## src/verilog/pfr_pkg.sv

```systemverilog
package pfr_pkg;
	// ------------------------------------------------------------
	// Timing
	// ------------------------------------------------------------
	localparam int unsigned CLK_HZ = 50_000_000;
	localparam int unsigned TICK_TIME_US = 1000;
	localparam int unsigned TICK_CYC = CLK_HZ / 1_000_000 * TICK_TIME_US;
	localparam int unsigned STEP_TIME_MS = 2;
	localparam int unsigned STEP_TICKS = STEP_TIME_MS * 1000 / TICK_TIME_US;
	localparam int unsigned DB_TIME_MS = 10;
	localparam int unsigned DB_TICKS = DB_TIME_MS * 1000 / TICK_TIME_US;
	localparam int unsigned WDT_TIME_MS = 2000;
	localparam int unsigned WDT_TICKS = WDT_TIME_MS * 1000 / TICK_TIME_US;

	// ------------------------------------------------------------
	// Sizes and reset values
	// ------------------------------------------------------------
	localparam int unsigned N_SUPPLY = 6;
	localparam int unsigned RETRY_W = 4;
	localparam logic [RETRY_W-1:0] RETRY_INIT = 4'h3;
	localparam logic [1:0] MASK_RST = 2'h0;

	// ------------------------------------------------------------
	// Register map (byte addresses) and fields
	// ------------------------------------------------------------
	localparam logic [7:0] A_CTRL = 8'h00;
	localparam logic [7:0] A_STAT = 8'h04;
	localparam logic [7:0] A_EVENT = 8'h08;
	localparam logic [7:0] A_MASK = 8'h0C;
	localparam logic [7:0] A_FAULT = 8'h10;
	localparam int unsigned CTRL_SYSEN = 0;
	localparam int unsigned CTRL_KICK = 1;
	localparam int unsigned EV_TWARN = 0;
	localparam int unsigned EV_WDT = 1;
	localparam int unsigned FL_TCRIT = 0;
	localparam int unsigned FL_WDT = 1;
	localparam int unsigned FL_POR = 2;

	// ------------------------------------------------------------
	// Sequencer modes
	// ------------------------------------------------------------
	typedef enum logic [6:0] {
		S_RESET = 7'h01,
		S_OFF = 7'h02,
		S_PUP1 = 7'h04,
		S_PUP2 = 7'h08,
		S_RUN = 7'h10,
		S_ACT = 7'h20,
		S_PDN = 7'h40
	} pfr_state_e;
endpackage : pfr_pkg

```

## src/verilog/pfr_tick.sv

```systemverilog
module pfr_tick import pfr_pkg::*; #(
	parameter int unsigned DIV = TICK_CYC
) (
	input wire logic i_sys_clk,
	input wire logic i_rst_n,
	output logic o_tick
);
	localparam int unsigned W = $clog2(DIV + 1);
	logic [W-1:0] cnt_q, cnt_d;
	logic tick_d;

	always_comb begin
		cnt_d = cnt_q + 1'b1;
		tick_d = 1'b0;
		if (cnt_q == W'(DIV - 1)) begin
			cnt_d = '0;
			tick_d = 1'b1;
		end
	end

	always_ff @(posedge i_sys_clk or negedge i_rst_n) begin
		if (!i_rst_n) begin
			cnt_q <= '0;
			o_tick <= 1'b0;
		end else begin
			cnt_q <= cnt_d;
			o_tick <= tick_d;
		end
	end
endmodule : pfr_tick

```

## src/verilog/pfr_sync.sv

```systemverilog
module pfr_sync import pfr_pkg::*; #(
	parameter int unsigned WIDTH = 1,
	parameter int unsigned DB = 0
) (
	input wire logic i_sys_clk,
	input wire logic i_rst_n,
	input wire logic i_tick,
	input wire logic [WIDTH-1:0] i_async,
	output logic [WIDTH-1:0] o_level
);
	localparam int unsigned CW = $clog2(DB + 2);
	logic [WIDTH-1:0] s1_q, s2_q, s3_q;

	always_ff @(posedge i_sys_clk or negedge i_rst_n) begin
		if (!i_rst_n) begin
			s1_q <= '0;
			s2_q <= '0;
			s3_q <= '0;
		end else begin
			s1_q <= i_async;
			s2_q <= s1_q;
			s3_q <= s2_q;
		end
	end

	// agreed level, then held stable for DB ticks
	for (genvar g = 0; g < WIDTH; g++) begin : g_bit
		logic [CW-1:0] cnt_q, cnt_d;
		logic lvl_d;
		always_comb begin
			cnt_d = cnt_q;
			lvl_d = o_level[g];
			if (s2_q[g] != s3_q[g] || s3_q[g] == o_level[g]) begin
				cnt_d = '0;
			end else if (cnt_q >= CW'(DB)) begin
				lvl_d = s3_q[g];
				cnt_d = '0;
			end else if (i_tick) begin
				cnt_d = cnt_q + 1'b1;
			end
		end
		always_ff @(posedge i_sys_clk or negedge i_rst_n) begin
			if (!i_rst_n) begin
				cnt_q <= '0;
				o_level[g] <= 1'b0;
			end else begin
				cnt_q <= cnt_d;
				o_level[g] <= lvl_d;
			end
		end
	end
endmodule : pfr_sync

```

## src/verilog/pfr_seq.sv

```systemverilog
// Local design decisions: register access over APB and the register addresses.
module pfr_seq import pfr_pkg::*; #(
	parameter int unsigned TICK_CYCLES = TICK_CYC,
	parameter int unsigned WDT_MAX = WDT_TICKS,
	parameter int unsigned NSUP = N_SUPPLY,
	parameter logic [RETRY_W-1:0] RETRY_START = RETRY_INIT
) (
	input wire logic i_sys_clk,
	input wire logic i_rst_n,
	input wire logic i_psel,
	input wire logic i_penable,
	input wire logic i_pwrite,
	input wire logic [7:0] i_paddr,
	input wire logic [31:0] i_pwdata,
	output logic [31:0] o_prdata,
	output logic o_pready,
	output logic o_pslverr,
	input wire logic i_wake_input_pin,
	input wire logic i_power_enable_input_pin,
	input wire logic i_temp_warn_cmp,
	input wire logic i_temp_critical_threshold_cmp,
	input wire logic i_temp_por_cmp,
	output logic o_forwarded_wake_output_pin,
	output logic o_core_reset_output_pin_n,
	output logic [NSUP-1:0] o_supply_en,
	output logic o_always_on_regulator_en,
	output logic o_system_en,
	output logic o_interrupt_request_out_n
);
	localparam int unsigned WW = $clog2(WDT_MAX + 1);
	localparam int unsigned SW = $clog2(STEP_TICKS + 1);

	// ------------------------------------------------------------
	// Tick and input conditioning
	// ------------------------------------------------------------
	logic tick;
	logic [1:0] pin_lvl;
	logic [2:0] tmp_lvl;
	logic wake, pen, warn, crit, por;

	pfr_tick #(.DIV(TICK_CYCLES)) u_tick (
		.i_sys_clk(i_sys_clk),
		.i_rst_n(i_rst_n),
		.o_tick(tick)
	);

	pfr_sync #(.WIDTH(2), .DB(DB_TICKS)) u_pins (
		.i_sys_clk(i_sys_clk),
		.i_rst_n(i_rst_n),
		.i_tick(tick),
		.i_async({i_power_enable_input_pin, i_wake_input_pin}),
		.o_level(pin_lvl)
	);

	// Thresholds are not debounced: power-on reset must act at once
	pfr_sync #(.WIDTH(3), .DB(0)) u_temp (
		.i_sys_clk(i_sys_clk),
		.i_rst_n(i_rst_n),
		.i_tick(tick),
		.i_async({i_temp_por_cmp, i_temp_critical_threshold_cmp, i_temp_warn_cmp}),
		.o_level(tmp_lvl)
	);

	assign wake = pin_lvl[0];
	assign pen = pin_lvl[1];
	assign warn = tmp_lvl[0];
	assign crit = tmp_lvl[1];
	assign por = tmp_lvl[2];

	// ------------------------------------------------------------
	// State
	// ------------------------------------------------------------
	pfr_state_e st_q, st_d;
	logic dest_q, dest_d;
	logic [SW-1:0] stk_q, stk_d;
	logic [NSUP-1:0] sup_q, sup_d;
	logic sysen_q, sysen_d, crst_n_q, crst_n_d, aon_q, aon_d, frz_q, frz_d;
	logic [RETRY_W-1:0] rty_q, rty_d;
	logic [WW-1:0] wdt_q, wdt_d;
	logic [1:0] ev_q, ev_d, msk_q, msk_d;
	logic [2:0] flt_q, flt_d, prv_q;
	logic irq_n_q, irq_n_d, fwd_q;
	logic [31:0] rdat_q, rdat_d;
	logic rdy_q, rdy_d, err_q, err_d;
	logic acc, wr, kick, live, powered, wdt_exp, step;
	logic warn_rise, crit_rise, wake_fall;

	assign acc = i_psel & i_penable & rdy_q;
	assign wr = acc & i_pwrite & ~err_q;
	assign kick = wr && i_paddr == A_CTRL && i_pwdata[CTRL_KICK];
	assign live = st_q == S_RUN || st_q == S_ACT;
	assign powered = live || st_q == S_PUP1 || st_q == S_PUP2;
	assign wdt_exp = live && wdt_q == WW'(WDT_MAX);
	assign step = tick && stk_q == SW'(STEP_TICKS - 1);
	assign warn_rise = warn & ~prv_q[1];
	assign crit_rise = crit & ~prv_q[2];
	assign wake_fall = ~wake & prv_q[0];

	// ------------------------------------------------------------
	// APB slave: zero-wait access phase, read data sampled at setup, write data in the access phase
	// ------------------------------------------------------------
	always_comb begin
		rdy_d = i_psel & ~i_penable;
		rdat_d = rdat_q;
		// Error is registered for the access cycle only, so the port comes straight from a flop
		err_d = 1'b0;
		if (rdy_d) begin
			rdat_d = 32'h0;
			err_d = 1'b0;
			if (i_paddr == A_CTRL) begin
				rdat_d[CTRL_SYSEN] = sysen_q;
			end else if (i_paddr == A_STAT) begin
				rdat_d = {18'h0, wake, frz_q, rty_q, 1'b0, st_q};
			end else if (i_paddr == A_EVENT) begin
				rdat_d[1:0] = ev_q;
			end else if (i_paddr == A_MASK) begin
				rdat_d[1:0] = msk_q;
			end else if (i_paddr == A_FAULT) begin
				rdat_d[2:0] = flt_q;
			end else begin
				err_d = 1'b1;
			end
		end
	end

	// ------------------------------------------------------------
	// Sequencer, watchdog, retry and events
	// ------------------------------------------------------------
	always_comb begin
		st_d = st_q;
		dest_d = dest_q;
		stk_d = tick ? stk_q + 1'b1 : stk_q;
		if (step) begin
			stk_d = '0;
		end
		sup_d = sup_q;
		sysen_d = sysen_q;
		crst_n_d = crst_n_q;
		aon_d = aon_q;
		frz_d = frz_q;
		rty_d = rty_q;
		wdt_d = wdt_q;
		msk_d = msk_q;
		ev_d = ev_q;
		flt_d = flt_q;
		if (wr && i_paddr == A_CTRL) begin
			sysen_d = i_pwdata[CTRL_SYSEN];
		end
		if (wr && i_paddr == A_MASK) begin
			msk_d = i_pwdata[1:0];
		end
		if (wr && i_paddr == A_EVENT) begin
			ev_d = ev_q & ~i_pwdata[1:0];
		end
		if (wr && i_paddr == A_FAULT) begin
			flt_d = flt_q & ~i_pwdata[2:0];
		end
		if (live && tick) begin
			wdt_d = wdt_q + 1'b1;
		end
		if (kick || !live) begin
			wdt_d = '0;
		end
		case (st_q)
			S_RESET: begin
				sup_d = '0;
				crst_n_d = 1'b0;
				sysen_d = 1'b0;
				aon_d = ~por;
				if (!crit && !por) begin
					st_d = S_OFF;
				end
			end
			S_OFF: begin
				if (wake && !frz_q) begin
					st_d = S_PUP1;
					sysen_d = 1'b1;
				end
			end
			S_PUP1: begin
				crst_n_d = 1'b1;
				if (pen) begin
					st_d = S_PUP2;
					stk_d = '0;
				end
			end
			S_PUP2: begin
				if (step) begin
					if (&sup_q) begin
						st_d = S_RUN;
					end else begin
						sup_d = {sup_q[NSUP-2:0], 1'b1};
					end
				end
			end
			S_RUN: begin
				if (kick) begin
					st_d = S_ACT;
				end
			end
			S_ACT: begin
			end
			// reverse order, one supply per step
			S_PDN: begin
				crst_n_d = 1'b0;
				sysen_d = 1'b0;
				if (step) begin
					if (sup_q == '0) begin
						st_d = dest_q ? S_RESET : S_OFF;
						if (dest_q) begin
							rty_d = RETRY_START;
							frz_d = 1'b0;
						end
					end else begin
						sup_d = {1'b0, sup_q[NSUP-1:1]};
					end
				end
			end
			default: begin
				st_d = S_RESET;
			end
		endcase
		if (powered && !sysen_d) begin
			st_d = S_PDN;
			dest_d = 1'b0;
			stk_d = '0;
			crst_n_d = 1'b0;
		end
		if (wdt_exp) begin
			flt_d[FL_WDT] = 1'b1;
			ev_d[EV_WDT] = 1'b1;
			sysen_d = 1'b0;
			st_d = S_PDN;
			dest_d = 1'b0;
			stk_d = '0;
			crst_n_d = 1'b0;
			if (rty_q != '0) begin
				rty_d = rty_q - 1'b1;
			end
			if (rty_q <= RETRY_W'(1)) begin
				frz_d = 1'b1;
			end
		end
		if (crit_rise) begin
			flt_d[FL_TCRIT] = 1'b1;
			if (st_q != S_RESET) begin
				st_d = S_PDN;
				dest_d = 1'b1;
				stk_d = '0;
				crst_n_d = 1'b0;
				sysen_d = 1'b0;
			end
		end
		// warning event, set wins over clear
		if (warn_rise) begin
			ev_d[EV_TWARN] = 1'b1;
		end
		if (wake_fall) begin
			rty_d = RETRY_START;
			frz_d = 1'b0;
		end
		if (por) begin
			st_d = S_RESET;
			sup_d = '0;
			aon_d = 1'b0;
			crst_n_d = 1'b0;
			sysen_d = 1'b0;
			flt_d[FL_POR] = 1'b1;
		end
		irq_n_d = ~|(ev_d & ~msk_q);
	end

	always_ff @(posedge i_sys_clk or negedge i_rst_n) begin
		if (!i_rst_n) begin
			st_q <= S_RESET;
			dest_q <= 1'b0;
			stk_q <= '0;
			sup_q <= '0;
			sysen_q <= 1'b0;
			crst_n_q <= 1'b0;
			aon_q <= 1'b0;
			frz_q <= 1'b0;
			rty_q <= RETRY_START;
			wdt_q <= '0;
			msk_q <= MASK_RST;
			ev_q <= '0;
			flt_q <= '0;
			irq_n_q <= 1'b1;
			fwd_q <= 1'b0;
			prv_q <= '0;
			rdat_q <= '0;
			rdy_q <= 1'b0;
			err_q <= 1'b0;
		end else begin
			st_q <= st_d;
			dest_q <= dest_d;
			stk_q <= stk_d;
			sup_q <= sup_d;
			sysen_q <= sysen_d;
			crst_n_q <= crst_n_d;
			aon_q <= aon_d;
			frz_q <= frz_d;
			rty_q <= rty_d;
			wdt_q <= wdt_d;
			msk_q <= msk_d;
			ev_q <= ev_d;
			flt_q <= flt_d;
			irq_n_q <= irq_n_d;
			fwd_q <= wake;
			prv_q <= {crit, warn, wake};
			rdat_q <= rdat_d;
			rdy_q <= rdy_d;
			err_q <= err_d;
		end
	end

	assign o_prdata = rdat_q;
	assign o_pready = rdy_q;
	assign o_pslverr = err_q;
	assign o_forwarded_wake_output_pin = fwd_q;
	assign o_core_reset_output_pin_n = crst_n_q;
	assign o_supply_en = sup_q;
	assign o_always_on_regulator_en = aon_q;
	assign o_system_en = sysen_q;
	assign o_interrupt_request_out_n = irq_n_q;
endmodule : pfr_seq

```

## config.mk

```make
export PLATFORM = sky130hd
export DESIGN_NAME = pfr_seq
export DESIGN_NICKNAME = d
export VERILOG_FILES = /design/src/verilog/pfr_pkg.sv /design/src/verilog/pfr_tick.sv /design/src/verilog/pfr_sync.sv /design/src/verilog/pfr_seq.sv
export SDC_FILE = /design/constraint.sdc
export NUM_CORES = 1
export LEC_CHECK = 0
export ABC_AREA = 1
export BUFFER_PORTS_ARGS = -buffer_cell sky130_fd_sc_hd__buf_4
export CAP_MARGIN = 20
export CORE_MARGIN = 2
export CORE_UTILIZATION = 56
export CTS_BUF_LIST = sky130_fd_sc_hd__clkbuf_16
export DETAILED_ROUTE_END_ITERATION = 7
export GPL_TIMING_DRIVEN = 0
export PLACE_DENSITY = 0.9
export SLEW_MARGIN = 10
export SYNTH_ARGS = -nofsm -noshare
export SYNTH_HDL_FRONTEND = slang
export SYNTH_SLANG_ARGS = --single-unit
```

## constraint.sdc

```tcl
create_clock -name i_sys_clk -period 1.8 [get_ports i_sys_clk]
set_input_delay 0.27 -clock i_sys_clk [delete_from_list [all_inputs] [get_ports i_sys_clk]]
set_output_delay 0.27 -clock i_sys_clk [all_outputs]
set_load 0.02 [all_outputs]
```

# Yosys cells after proc, flatten, opt, wreduce, memory -nomap -nowiden
# Cells that the tools add are included.
# op_classes
n_reduce_logical	49
add_sub_neg	9
n_eq_ne	29
muxes	103
bitwise	25
n_lt_le_gt_ge	6
# op_table
operator	n
7-bit two-way mux	13
4-bit two-way mux	13
7-bit one-hot mux with 7 select lines	1
1-bit two-way mux	48
11-bit two-way mux	3
31-bit two-way mux	1
6-bit two-way mux	5
2-bit two-way mux	12
6-bit one-hot mux with 3 select lines	1
16-bit by 1-bit adder with 16-bit output (second input constant)	1
16-bit equality test (second input constant)	1
8-bit by 4-bit equality test with 1-bit output (second input constant)	2
16-bit two-way mux	1
3-bit nonzero test	5
3-bit by 2-bit inequality test with 1-bit output (second input constant)	4
11-bit by 1-bit adder with 11-bit output (second input constant)	1
11-bit equality test (second input constant)	1
1-bit logical AND	11
1-bit NOT	11
2-bit AND reduction	5
2-bit nonzero test	5
1-bit logical OR	9
3-bit two-way mux	3
4-bit by 1-bit adder with 4-bit output (second input constant)	2
32 further kinds	62
# totals
in_bits	50
word_cells	260
output_inout_bits	45
regBits	129

# Longest topological paths before layout
# depth
ltp_word	15
depth_mapped	11
ltp_nobuf	11

# Cells and area by module
# From an unflattened synthesis, not the netlist that was laid out.
# hier_totals
hier_cells	671
hier_area_um2	5470.2
# by_module_without_submodules
mod	cells_per_inst	seq_area_each_um2	area_per_inst_um2	n_inst
pfr_seq	439	1531.5	3467.1	1
pfr_tick	121	425.4	914.6	1
pfr_sync (u_pins)	87	400.4	739.5	1
pfr_sync (u_temp)	24	300.3	349.1	1

# Worst setup path after synthesis
# OpenSTA, ideal clock, no wires.
# synth_path
path_type	reg-to-reg
start	register st_q[0]
end	register st_q[1]
stages_incl_launch_ff	11
t_arrival_ps	1351
required_ps	1731
n_path_buf	0
path_slack_ps	380
setup_time_ps	69
period_less_slack_ps	1420
path_cell_list	dfstp_2 -> inv_1 -> nor2_1 -> nand2_1 -> nor2_2 -> nor2_1 -> inv_1 -> nand2_2 -> nor2_4 -> nand3_4 -> nor2_2
# synth_via
elab_chain_len	10
word_cells_on_any_way	22
classes_between	eq/ne (8); mux (7); reduce/logical (7)
# synth_rtl
item	line_no	source
start, declared	pfr_seq.sv:73	pfr_state_e st_q, st_d;
start signal, assigned	pfr_seq.sv:295	st_q <= st_d;
7-bit equality test, or another cell as far along	pfr_seq.sv:164	case (st_q)
2-bit OR reduction (no line) or 1-bit logical OR (tied branches)	--	
1-bit one-hot mux with 2 select lines or 1-bit logical OR (tied branches)	pfr_seq.sv:164, pfr_seq.sv:92	
1-bit logical NOT or 1-bit logical OR (tied branches)	pfr_seq.sv:223, pfr_seq.sv:92	
1-bit logical AND	pfr_seq.sv:223	if (powered && !sysen_d) begin
7-bit two-way mux	pfr_seq.sv:223	
7-bit two-way mux	pfr_seq.sv:229	if (wdt_exp) begin
7-bit two-way mux	pfr_seq.sv:246	if (st_q != S_RESET) begin
7-bit two-way mux *	pfr_seq.sv:244	if (crit_rise) begin
7-bit two-way mux *	pfr_seq.sv:262	if (por) begin
net st_d[1]	pfr_seq.sv:73	
# Mark *: on every way through the listed nets, which the timed path passes. The rest lies on a longest branch.
# A chain may end at the register's enable or synchronous reset.

# Worst setup path after layout
# layout_path
start	register stk_q[1]
end	register st_q[0]
# layout_via
elab_chain_len	9
word_cells_on_any_way	10
classes_between	eq/ne (1); mux (8); reduce/logical (1)
# layout_rtl
item	line_no	source
start, declared	pfr_seq.sv:75	logic [SW-1:0] stk_q, stk_d;
start signal, assigned	pfr_seq.sv:297	stk_q <= stk_d;
2-bit by 1-bit equality test with 1-bit output *	pfr_seq.sv:94	assign step = tick && stk_q == SW'(STEP_TICKS - 1);
1-bit logical AND *	pfr_seq.sv:94	
7-bit two-way mux, on equally long branches	pfr_seq.sv:207, pfr_seq.sv:188	
7-bit one-hot mux with 7 select lines *	pfr_seq.sv:164	
7-bit two-way mux *	pfr_seq.sv:223	
7-bit two-way mux *	pfr_seq.sv:229	
7-bit two-way mux	pfr_seq.sv:246	
7-bit two-way mux *	pfr_seq.sv:244	
7-bit two-way mux *	pfr_seq.sv:262	
net st_d[0]	pfr_seq.sv:73	
# Marks and branches as above.

==> reports/metrics.csv <==
metric,value,unit
status,"complete, no violations",
start_util,57.9,%
skew,7.17,ps
synth-main-ff-cell,dfrtp_1,
ys_types,40,
clock_sinks,106,
viasPerCell,5.19,
place.port_buffers,46,
async_reset_ff_share,100,%
synthesis.instances,636,
postRouteAntennaNets,0,
critical_path_required,2080,ps
critPathBufInv,1,
synth_most_common_cell,nand2_1,
slowest_delay,390,ps
worstSetupPathType,register to register,
final_cells,847,
dpl.cell_count,830,
dieArea,10400,sq um
worst_slew_margin_rel,59.6,%
synth-seq-cells,106,
min_path_type,primary input to register,
fin_crit,1650,ps
crit_path_max_fanout,6,
cpMostUsedCell,nand3_1,
grt_pass1_vias,4248,
netlist_area,5350,sq um
layout-drive-gt1-share,17.4,%
cts-buffers-inserted,9,
yosysTopAreaCell,dfrtp_1,
routed_wl,10700,um
vias,4398,
place_congestion,0.926,
wire_per_inst,12.7,um
antenna_found_initial,0,
synth_top_cells_by_count,"117 x nand2_1, 102 x dfrtp_1, 93 x inv_1, 75 x nor2_1, 53 x nand3_1",
clockBufferDepth,2,
die_h,102,um
drc,0,
ir_worst_vdd,0.536,mV
dp_hpwl,7940,um
yosysTopAreaCellShare,47.7,%
synth_edf_count,0,
arrival,1940,ps
first_pass_iters,6,
clock_latency,340,ps
cp_slowest_cell,dfrtp_1,
cp_cell_sequence,inv_1 > ha_1 > nand2_1 > nor3_1 > nand3_1 > nand3_1 > nand3_1 > nand2_1,
rows,35,
grt_max_degree,61,
yosys_warnings,0,
ys_seq_area_share,49.6,%
cts_tree,built,
cp-end-kind,register,
drt_iter0_drc,245,
final_max_slew_viol_count,0,
die_w,102,um
cp-start-kind,register,
worstMarginPinSlew,606,ps
synth_area_leaders,"dfrtp_1 48%, nand2_1 8.2%, inv_1 6.5%",
rsz0062_at_grt,no,
n_antenna_cell,0,
cts_root_buf,clkbuf_16,
drv_cap,0,
cts.clk_slew.worst_paths,70,ps
fmax,0.605,GHz
synth.avg_cell_area,8.42,sq um
fillers,692,
grt_overflow,0,
critPathTopFamily,simple AND/OR/NAND/NOR gates,
post-cts-setup-buffers,0,
tns,0,ps
areaGrowthSynthToFinish,17.2,%
boundaryPins,95,
leakagePower,3.13,nW
grt_usage,22.1,%
setup-violations-final,0,
final_nets,773,
min-delay-start,i_temp_por_cmp,
cts_max_level,3,
crit-reg2reg-launch,stk_q[1],
grt_pass1_wl,18300,um
hold_viol_final,0,
startpoint,stk_q[1],
p_per_area,817,nW/um^2
core_area,9240,sq um
fin_crit_sh,91.8,%
[cells in the final DEF, fill, tap and decap left out, types with 3 or more instances in the layout]
cell type and n:
nand2_1 117, dfrtp_1 102, inv_1 93, nor2_1 74, buf_4 66, nand3_1 53
o21ai_0 29, a21oi_1 22, conb_1 19, nor3_1 16, xor2_1 14, nor2_2 10
ha_1 10, nand4_1 9, clkbuf_16 9, nand2_2 7, o22ai_1 5, nor3b_1 4
nor4_1 4, nor2_4 4, dfstp_2 4, or2_2 3, nand3_4 3, maj3_1 3
inv_6 3
[power by group]
| group | switching (W) | leakage (nW) | internal, W | total (W) |
|---|---|---|---|---|
| logic | 0.000445 | 1.62 | 0.000223 | 0.000668 |
| registers | 0.0000467 | 1.37 | 0.00245 | 0.00249 |
| clock network | 0.000873 | 0.144 | 0.00109 | 0.00196 |
[final timing paths]
check	end	slack [ps]	depth (start not counted)
setup / recovery	st_q[0]	150	8
hold / removal	u_temp.s1_q[2]	30	1
setup reg to reg	st_q[0]	150	8
hold reg to reg	u_pins.s2_q[1]	350	0
max in group asynchronous	o_supply_en[0]	650	3
min in group asynchronous	u_temp.s1_q[0]	470	2
[routing by layer]
metal / vias to the layer above / routed length [um] / global-route usage [%]
met5: - / 0 / 0
met2: 166 / 5360 / 38.3
met3: 29 / 540 / 3.04
met4: 0 / 255 / 9.46
li1: 2153 / - / -
met1: 2050 / 4570 / 27.7
[metrics by stage]
| stage | hold WS (ps) | worst slack [ps] | util, % | total power [W] | cell area (sq um) |
|---|---|---|---|---|---|
| 3_5_place_dp | 320 | 125 | 64.5 | 0.00318 | 5960 |
| 6_report | 26.7 | 148 | 67.9 | 0.00512 | 6270 |
| 4_1_cts | 19.4 | 122 | 67.8 | 0.00516 | 6270 |
| 2_1_floorplan | -25.6 | 380 | - | 0.00297 | 5420 |
| 5_1_grt | 19.0 | 16.2 | 67.9 | 0.00534 | 6270 |
| 3_3_place_gp | 333 | 167 | 64.2 | 0.00315 | 5930 |
[flip-flops by register name, indices dropped and copies added (netlist names), 2 cells and up]
name and cells:
u_pins.o_level 2, wdt_q 11, ev_q 2, msk_q 2, o_prdata 13, u_pins.s2_q 2
flt_q 3, st_q 7, u_pins.g_bit.cnt_q 8, u_pins.s1_q 2, u_temp.s2_q 3, u_temp.o_level 3
o_supply_en 6, u_temp.s1_q 3, rty_q 4, stk_q 2, u_temp.s3_q 3, u_tick.cnt_q 16
prv_q 3, u_pins.s3_q 2
[repair_timing]
action / in CTS / in global routing
gates resized for setup: 0 / 2
setup endpoints to repair: 0 / 2
hold buffers: 1 / 0
endpoints found under the hold margin: 42 / 0
[layout make-up]
cell class | count | area [sq um] | area share (%)
tap | 129 | 161 | 2.57
timing repair buffer | 48 | 383 | 6.10
inverter | 95 | 357 | 5.68
clock buffer | 9 | 225 | 3.59
clock inverter | 7 | 76.3 | 1.22
sequential | 106 | 2660 | 42.4
buffer | 23 | 164 | 2.61
multi-input combinational | 430 | 2250 | 35.9
[worst register-to-register path, cell delays in order (launching register included)]
cell and delay (ps):
dfrtp_1 390, inv_1 60, ha_1 130, nand2_1 100, nor3_1 270, nand3_1 280, nand3_1 170, nand3_1 90
nand2_1 90
[logic make-up (layout without fill, tap and decap cells)]
group	after synthesis	after routing	synth area share [%]
and+or+nand+nor	315	315	28.1
other	1	19	0.0700
AOI/OAI and AO/OA	69	69	7.27
adders and majority gates	13	13	2.90
xor gates and xnor gates	14	14	2.29
DFF	106	106	49.6
buffers and inverters	118	182	9.72
Power figures use the tool's default switching activity.
